### config.mk
export PLATFORM = sky130hd
export DESIGN_NAME = ppc_counters
export DESIGN_NICKNAME = d
export VERILOG_FILES = /design/src/rtl/ppc_pkg.sv /design/src/rtl/ppc_counters.sv
export SDC_FILE = /design/constraint.sdc
export NUM_CORES = 1
export LEC_CHECK = 0
export BUFFER_PORTS_ARGS = -buffer_cell sky130_fd_sc_hd__buf_2
export CORE_UTILIZATION = 58
export DETAILED_ROUTE_END_ITERATION = 6
export GPL_TIMING_DRIVEN = 0
export PLACE_DENSITY = 0.81
export SYNTH_ARGS = -nofsm -noshare
export SYNTH_HDL_FRONTEND = slang
export SYNTH_SLANG_ARGS = --single-unit
export TNS_END_PERCENT = 30
### constraint.sdc
create_clock -name clk_sys -period 4.6 [get_ports clk_sys]
set_input_delay 0 -clock clk_sys [delete_from_list [all_inputs] [get_ports clk_sys]]
set_output_delay 0 -clock clk_sys [all_outputs]
set_load 0.1 [all_outputs]
### src/rtl/ppc_pkg.sv
// Purpose: Constants and types for the path performance counter bank
// Assumes: APB slave, 32-bit data, one byte-wide register per aligned word
// Notes: Printed offsets are register indexes; byte address is four times the index
package ppc_pkg;
    // ************************************************************
    // Register indexes
    // ************************************************************
    localparam logic [7:0] IDX_CTRL = 8'h13;
    localparam logic [7:0] IDX_B3_LO = 8'h40;
    localparam logic [7:0] IDX_B3_HI = 8'h41;
    localparam logic [7:0] IDX_FE_LO = 8'h42;
    localparam logic [7:0] IDX_FE_HI = 8'h43;
    localparam logic [7:0] IDX_PRBS_LO = 8'h44;
    localparam logic [7:0] IDX_PRBS_HI = 8'h45;
    localparam logic [7:0] IDX_TXF_LO = 8'h46;
    localparam logic [7:0] IDX_TXF_HI = 8'h47;
    localparam logic [7:0] IDX_RXF_LO = 8'h48;
    localparam logic [7:0] IDX_RXF_HI = 8'h49;
    localparam logic [7:0] IDX_B3_BLK = 8'h4a;
    localparam logic [7:0] IDX_POS_JUST = 8'h4b;
    localparam logic [7:0] IDX_NEG_JUST = 8'h4c;
    localparam logic [7:0] IDX_NDF = 8'h4d;
    localparam logic [7:0] IDX_LEAK_LO = 8'h4e;
    localparam logic [7:0] IDX_LEAK_HI = 8'h4f;
    localparam int ADDR_LSB = 2;
    // ************************************************************
    // Control fields
    // ************************************************************
    localparam int CTRL_ROLLOVER_BIT = 0;
    localparam int CTRL_CLEAR_BIT = 1;
    localparam int CTRL_FAR_END_BLOCK_BIT = 2;
    localparam int CTRL_PRBS_EN_BIT = 3;
    localparam int CTRL_AIS_INHIBIT_BIT = 4;
    localparam logic [7:0] CTRL_RESET = 8'h00;
    localparam logic [7:0] CTRL_WMASK = 8'h1d;
    localparam logic [3:0] FE_MAX = 4'h8;
    localparam logic [3:0] FE_MIN = 4'h1;
    // ************************************************************
    // Event carrier
    // ************************************************************
    typedef struct packed {
        logic b3_parity_err;
        logic far_end_valid;
        logic [3:0] far_end_count;
        logic far_end_block_err;
        logic prbs_err;
        logic prbs_locked;
        logic tx_frame_aligned;
        logic tx_framing_err;
        logic rx_frame_aligned;
        logic rx_framing_err;
        logic rx_ais_active;
        logic b3_block_err;
        logic pos_just;
        logic neg_just;
        logic ndf_seen;
        logic [3:0] new_data_flag_code;
        logic ndf_from_ais;
    } ppc_event_type;
    typedef struct packed {
        logic sign;
        logic [8:0] magnitude;
    } ppc_leak_type;
endpackage : ppc_pkg

### src/rtl/ppc_counters.sv
// Purpose: Performance counter bank behind an APB slave
// Assumes: Event inputs are single-cycle pulses synchronous to clk_sys
// Notes: Control word holds mode, clear and enable bits; unmapped reads give zero
//
// The APB interface to the registers is this design's own decision.
`timescale 1ns/1ps
`default_nettype none

module ppc_counters
    import ppc_pkg::*;
#(
    parameter int W16 = 16,
    parameter int W8 = 8
) (
    // Clock and reset
    input wire logic clk_sys,
    input wire logic sys_rst,
    // APB
    input wire logic psel,
    input wire logic penable,
    input wire logic pwrite,
    input wire logic [11:0] paddr,
    input wire logic [31:0] pwdata,
    output logic [31:0] prdata,
    output logic pready,
    output logic pslverr,
    // Events and status from the path logic
    input wire ppc_event_type events,
    input wire logic pointer_tracking_enable,
    input wire ppc_leak_type leak_offset
);
    // ************************************************************
    // Bus decode
    // ************************************************************
    logic [7:0] ctrl_reg;
    logic [7:0] idx;
    logic access;
    logic wr_en;
    logic rd_en;
    logic rollover_select;
    logic clear_all_counters;
    logic [7:0] hi_hold_reg;

    assign idx = paddr[ADDR_LSB +: 8];
    assign access = psel && penable;
    assign wr_en = access && pwrite;
    assign rd_en = access && !pwrite;
    assign pready = 1'b1;
    assign pslverr = 1'b0;
    assign rollover_select = ctrl_reg[CTRL_ROLLOVER_BIT];
    assign clear_all_counters = ctrl_reg[CTRL_CLEAR_BIT];

    // ************************************************************
    // Control register
    // ************************************************************
    always_ff @(posedge clk_sys or posedge sys_rst) begin
        if (sys_rst) begin
            ctrl_reg <= CTRL_RESET;
        end else if (wr_en && idx == IDX_CTRL) begin
            ctrl_reg <= pwdata[7:0];
        end else begin
            ctrl_reg[CTRL_CLEAR_BIT] <= 1'b0;
        end
    end

    // ************************************************************
    // Count enables and increments
    // ************************************************************
    logic [W16-1:0] b3_cnt_reg, fe_cnt_reg, prbs_cnt_reg, txf_cnt_reg, rxf_cnt_reg;
    logic [W8-1:0] blk_cnt_reg, pos_cnt_reg, neg_cnt_reg, ndf_cnt_reg;
    logic [3:0] fe_inc;
    logic ndf_code_ok;
    logic prbs_inc, txf_inc, rxf_inc, ndf_inc;

    always_comb begin
        fe_inc = 4'h0;
        if (ctrl_reg[CTRL_FAR_END_BLOCK_BIT]) begin
            fe_inc = {3'b000, events.far_end_block_err};
        end else if (events.far_end_valid && events.far_end_count >= FE_MIN
                     && events.far_end_count <= FE_MAX) begin
            fe_inc = events.far_end_count;
        end
    end

    always_comb begin
        unique case (events.new_data_flag_code)
            4'b1001, 4'b0001, 4'b1101, 4'b1011, 4'b1000: ndf_code_ok = 1'b1;
            default: ndf_code_ok = 1'b0;
        endcase
    end

    assign prbs_inc = events.prbs_err && ctrl_reg[CTRL_PRBS_EN_BIT] && events.prbs_locked;
    assign txf_inc = events.tx_framing_err && events.tx_frame_aligned;
    assign rxf_inc = events.rx_framing_err && events.rx_frame_aligned
                     && !(ctrl_reg[CTRL_AIS_INHIBIT_BIT] && events.rx_ais_active);
    assign ndf_inc = pointer_tracking_enable && events.ndf_seen && ndf_code_ok
                     && !events.ndf_from_ais;

    // Saturating or wrapping add, 16 bits
    function automatic logic [W16-1:0] add16(input logic [W16-1:0] v, input logic [3:0] n,
                                             input logic wrap);
        logic [W16:0] s;
        s = {1'b0, v} + {{(W16-3){1'b0}}, n};
        if (s[W16] && !wrap) begin
            add16 = '1;
        end else begin
            add16 = s[W16-1:0];
        end
    endfunction : add16

    function automatic logic [W8-1:0] add8(input logic [W8-1:0] v, input logic n,
                                           input logic wrap);
        if (n && (&v) && !wrap) begin
            add8 = v;
        end else begin
            add8 = v + {{(W8-1){1'b0}}, n};
        end
    endfunction : add8

    // Read clears only in saturating mode; an event in the clearing read is lost
    // to keep the read value and the zero consistent.
    function automatic logic rc(input logic [7:0] i);
        rc = rd_en && !rollover_select && idx == i;
    endfunction : rc

    // ************************************************************
    // Counters
    // ************************************************************
    always_ff @(posedge clk_sys or posedge sys_rst) begin
        if (sys_rst) begin
            b3_cnt_reg <= '0;
            fe_cnt_reg <= '0;
            prbs_cnt_reg <= '0;
            txf_cnt_reg <= '0;
            rxf_cnt_reg <= '0;
        end else if (clear_all_counters) begin
            b3_cnt_reg <= '0;
            fe_cnt_reg <= '0;
            prbs_cnt_reg <= '0;
            txf_cnt_reg <= '0;
            rxf_cnt_reg <= '0;
        end else begin
            // High byte read finishes a 16-bit read
            b3_cnt_reg <= rc(IDX_B3_HI) ? '0
                : add16(b3_cnt_reg, {3'b000, events.b3_parity_err}, rollover_select);
            fe_cnt_reg <= rc(IDX_FE_HI) ? '0 : add16(fe_cnt_reg, fe_inc, rollover_select);
            prbs_cnt_reg <= rc(IDX_PRBS_HI) ? '0
                : add16(prbs_cnt_reg, {3'b000, prbs_inc}, rollover_select);
            txf_cnt_reg <= rc(IDX_TXF_HI) ? '0
                : add16(txf_cnt_reg, {3'b000, txf_inc}, rollover_select);
            rxf_cnt_reg <= rc(IDX_RXF_HI) ? '0
                : add16(rxf_cnt_reg, {3'b000, rxf_inc}, rollover_select);
        end
    end

    always_ff @(posedge clk_sys or posedge sys_rst) begin
        if (sys_rst) begin
            blk_cnt_reg <= '0;
            pos_cnt_reg <= '0;
            neg_cnt_reg <= '0;
            ndf_cnt_reg <= '0;
        end else if (clear_all_counters) begin
            blk_cnt_reg <= '0;
            pos_cnt_reg <= '0;
            neg_cnt_reg <= '0;
            ndf_cnt_reg <= '0;
        end else begin
            blk_cnt_reg <= rc(IDX_B3_BLK) ? '0
                : add8(blk_cnt_reg, events.b3_block_err, rollover_select);
            pos_cnt_reg <= rc(IDX_POS_JUST) ? '0
                : add8(pos_cnt_reg, events.pos_just, rollover_select);
            neg_cnt_reg <= rc(IDX_NEG_JUST) ? '0
                : add8(neg_cnt_reg, events.neg_just, rollover_select);
            ndf_cnt_reg <= rc(IDX_NDF) ? '0 : add8(ndf_cnt_reg, ndf_inc, rollover_select);
        end
    end

    // ************************************************************
    // High byte snapshot
    // ************************************************************
    always_ff @(posedge clk_sys or posedge sys_rst) begin
        if (sys_rst) begin
            hi_hold_reg <= '0;
        end else if (rd_en) begin
            unique case (idx)
                IDX_B3_LO: hi_hold_reg <= b3_cnt_reg[15:8];
                IDX_FE_LO: hi_hold_reg <= fe_cnt_reg[15:8];
                IDX_PRBS_LO: hi_hold_reg <= prbs_cnt_reg[15:8];
                IDX_TXF_LO: hi_hold_reg <= txf_cnt_reg[15:8];
                IDX_RXF_LO: hi_hold_reg <= rxf_cnt_reg[15:8];
                default: hi_hold_reg <= hi_hold_reg;
            endcase
        end
    end

    // ************************************************************
    // Read data
    // ************************************************************
    logic [7:0] rd_byte;
    always_comb begin
        unique case (idx)
            IDX_CTRL: rd_byte = ctrl_reg & CTRL_WMASK;
            IDX_B3_LO: rd_byte = b3_cnt_reg[7:0];
            IDX_FE_LO: rd_byte = fe_cnt_reg[7:0];
            IDX_PRBS_LO: rd_byte = prbs_cnt_reg[7:0];
            IDX_TXF_LO: rd_byte = txf_cnt_reg[7:0];
            IDX_RXF_LO: rd_byte = rxf_cnt_reg[7:0];
            IDX_B3_HI, IDX_FE_HI, IDX_PRBS_HI, IDX_TXF_HI, IDX_RXF_HI: rd_byte = hi_hold_reg;
            IDX_B3_BLK: rd_byte = blk_cnt_reg;
            IDX_POS_JUST: rd_byte = pos_cnt_reg;
            IDX_NEG_JUST: rd_byte = neg_cnt_reg;
            IDX_NDF: rd_byte = ndf_cnt_reg;
            IDX_LEAK_LO: rd_byte = leak_offset.magnitude[7:0];
            // Sign in bit 1: 0 = bits to leak, 1 = skipped leaks
            IDX_LEAK_HI: rd_byte = {6'b00_0000, leak_offset.sign, leak_offset.magnitude[8]};
            default: rd_byte = 8'h00;
        endcase
    end

    // Registered so data is stable; psel setup cycle loads it
    always_ff @(posedge clk_sys or posedge sys_rst) begin
        if (sys_rst) begin
            prdata <= 32'h0000_0000;
        end else if (psel && !penable) begin
            prdata <= {24'h00_0000, rd_byte};
        end
    end
endmodule : ppc_counters

`default_nettype wire

==> results.sh <==
export IMPL_outcome="finished clean"
export IMPL_ys_ff_latch=133
export IMPL_r2r_start="ctrl_reg[2]"
export IMPL_synth_cells=881
export IMPL_ios=117
export IMPL_fin_crit_ns=2.67
export IMPL_crit_type="reg2reg"
export IMPL_cap_violations=0
export IMPL_arrival_ns=3.02
export IMPL_worst_pin_slew_ns=0.896
export IMPL_final_nets=1098
export IMPL_antenna_left=0
export IMPL_drive_above_1_share=0.167
export IMPL_hold_slack_ns=0.00678
export IMPL_postLayoutCoreUtil=0.684
export IMPL_worstPathMaxFanout=6
export IMPL_die_area_sq_um=14700
export IMPL_routed_wirelength_microns=23200
export IMPL_dr_pass1_iters=5
export IMPL_grt_first_pass_wirelength_microns=36900
export IMPL_worstRegToRegCells=8
export IMPL_drc_errors=0
export IMPL_r2r_slack_ns=1.93
export IMPL_vias=7421
export IMPL_netlist_area_sq_um=8240
export IMPL_fin_setup_tns_ns=0
export IMPL_max_slew_margin=0.402
export IMPL_die_y_microns=121
export IMPL_die_x_microns=121
export IMPL_path_clk_slew_ns=0.06
export IMPL_regToRegEndpoint="fe_cnt_reg[15]"
export IMPL_rsz0062_at_grt="no"
export IMPL_vias_per_cell=6.27
export IMPL_timing_fmax_mhz=375
export IMPL_grt_max_degree=71
export IMPL_portBuffers=59
export IMPL_hold_viol=0
export IMPL_clock_path_buffers=2
export IMPL_dp_worst_setup_slack_ns=1.93
export IMPL_worstSetupEndpointType="flip-flop"
export IMPL_insertion_delay_ns=0.43
export IMPL_cts_max_level=4
export IMPL_yosys_most_used_dff="dfrtp_1"
export IMPL_drt_iter0_drc=762
export IMPL_hold_start="events[7]"
export IMPL_syn_mean_instance_area_sq_um=9.35
export IMPL_synth_top_area_cell="dfrtp_1"
export IMPL_antennaDiodeCount=0
export IMPL_worstPathRequired_ns=4.95
export IMPL_grt_ovfl_total=0
export IMPL_peakVddDrop_uv=301
export IMPL_syn_to_final_growth_pct=15.2
export IMPL_fp_coreArea_sq_um=13900
export IMPL_setup_viol=0
export IMPL_cts_tree="done"
export IMPL_root_buffer="clkbuf_16"
export IMPL_period_share=0.580
export IMPL_hold_class="in2reg"
export IMPL_grtUsageTotal=0.332
export IMPL_p_leak_nw=4.21
export IMPL_yosysUniqueCellTypes=78
export IMPL_synthArstFlopShare=1.00
export IMPL_yosys_warnings=0
export IMPL_rows=43
export IMPL_power_mw=3.71
export IMPL_ys_seq_area_frac=0.404
export IMPL_initial_utilization=0.594
export IMPL_routabilityCongestion=0.998
export IMPL_wl_per_cell_microns=19.6
export IMPL_clock_sinks=133
export IMPL_grt_pass1_vias=7011
export IMPL_netlist_area_leader_share=0.404
export IMPL_synth_edf_count=0
export IMPL_slew_violations=0
export IMPL_worst_clock_skew_ns=0.00858
export IMPL_dp_final_hpwl_microns=16500
export IMPL_cts_resized=0
export IMPL_synth_area_leaders="dfrtp_1, a21oi_1, xor2_1, xnor2_1, ha_1"
export IMPL_cellPowerDensity_nw_per_um2=391
export IMPL_min_path_cells=4
export IMPL_cts_buffers=17
export IMPL_start_kind="flip-flop"
export IMPL_postLayoutSetupSlackWorst_ns=1.93
export IMPL_min_to="pos_cnt_reg[0]"
export IMPL_antenna_found_initial=0
==> cells in the mapped netlist, types with 5 or more instances <==
cell type	number
a32oi_1	8
and4_1	8
mux2_2	10
inv_1	25
o22ai_1	5
buf_4	31
nor2b_1	11
nand2_1	57
ha_1	20
nor3_1	21
and3_1	19
xnor2_1	33
or3_1	6
a21oi_1	90
a21o_1	6
a221oi_1	10
xor2_1	39
nand4_1	27
o211ai_1	5
a22oi_1	16
clkbuf_1	18
mux2i_1	17
a31oi_1	5
buf_2	13
and2_1	7
nand3_1	45
nand2b_1	11
nand3b_1	5
nor2_1	60
dfrtp_1	133
o21ai_0	26
nand4b_1	9
nor4_1	5
==> kinds of logic after synthesis <==
kind of cell | Yosys count | share of synthesized area
XOR/XNOR | 72 | 0.0765
flip-flops | 133 | 0.404
AND/OR/NAND/NOR | 320 | 0.222
other | 2 | 0.000912
adder cells (fa/ha/maj) | 21 | 0.0328
buffers and inverters | 91 | 0.0595
AO/OA/AOI/OAI | 215 | 0.170
multiplexers | 27 | 0.0343
==> layer usage <==
| metal | routed length [microns] | GRT usage | vias to the layer above |
|---|---|---|---|
| met5 | 0 | 0 | - |
| met4 | 806 | 0.143 | 0 |
| met3 | 2110 | 0.0700 | 70 |
| met2 | 10600 | 0.517 | 406 |
| met1 | 9710 | 0.448 | 3545 |
| li1 | - | - | 3400 |
==> stage by stage <==
stage          cell area [sq um]  instances
2_1_floorplan               8330        905
3_3_place_gp                8850       1144
3_5_place_dp                8880       1145
4_1_cts                     9490       1184
5_1_grt                     9490       1184
6_report                    9490       1184
==> worst max-delay path by stage <==
| stage | cells past startpoint | slack (ns) | end | startpoint |
|---|---|---|---|---|
| after floorplan | 1 | 1.05 | b3_cnt_reg[0] | sys_rst |
| after global placement | 2 | -0.56 | neg_cnt_reg[2] | sys_rst |
| after detailed placement | 8 | 1.93 | fe_cnt_reg[15] | ctrl_reg[2] |
| after CTS | 8 | 1.92 | fe_cnt_reg[15] | ctrl_reg[2] |
| after global routing | 9 | 1.74 | fe_cnt_reg[6] | ctrl_reg[2] |
| final | 8 | 1.93 | fe_cnt_reg[15] | ctrl_reg[2] |
==> layout by cell type (no fill, tap or decap), types with 17 or more instances in the layout <==
cell / synthesis / final
nor2_1: 60 / 60
nor3_1: 21 / 21
nand4_1: 27 / 27
a21oi_1: 90 / 90
buf_4: 31 / 31
dfrtp_1: 133 / 133
nand3_1: 45 / 45
buf_2: 13 / 72
and3_1: 19 / 19
conb_1: 2 / 26
xnor2_1: 33 / 33
clkbuf_1: 18 / 22
o21ai_0: 26 / 26
nand2_1: 57 / 57
ha_1: 20 / 20
mux2i_1: 17 / 17
clkbuf_16: 0 / 17
inv_1: 25 / 24
xor2_1: 39 / 39
==> worst max-delay path, cell delays in order, from the launching register on <==
cell      delay, ns
dfrtp_1        0.49
nand2b_1       0.23
nor3b_1        0.35
ha_1           0.22
a21oi_1        0.06
o211ai_1       0.45
or3b_2         0.51
xor2_1         0.16
a21oi_1        0.14
==> power by group <==
group	total (mW)	internal [mW]	switching (mW)
Sequential	1.70	1.38	0.317
Clock	1.21	0.717	0.497
Combinational	0.796	0.348	0.449
==> repair_timing <==
action / 4_1_cts / 5_1_grt
hold buffers: 10 / 0
endpoints found under the hold margin: 78 / 0
setup buffers: 0 / 0
==> area by class of cell <==
class	count	area [sq um]
Clock inverter	5	27.5
Tap cell	180	225
Sequential cell	133	3330
Fill cell	1130	4390
Timing Repair Buffer	70	423
Clock buffer	24	482
Inverter	25	98.8
Buffer	66	397
Multi-Input combinational cell	681	4510
No activity file was read; power rests on OpenSTA's default activity.
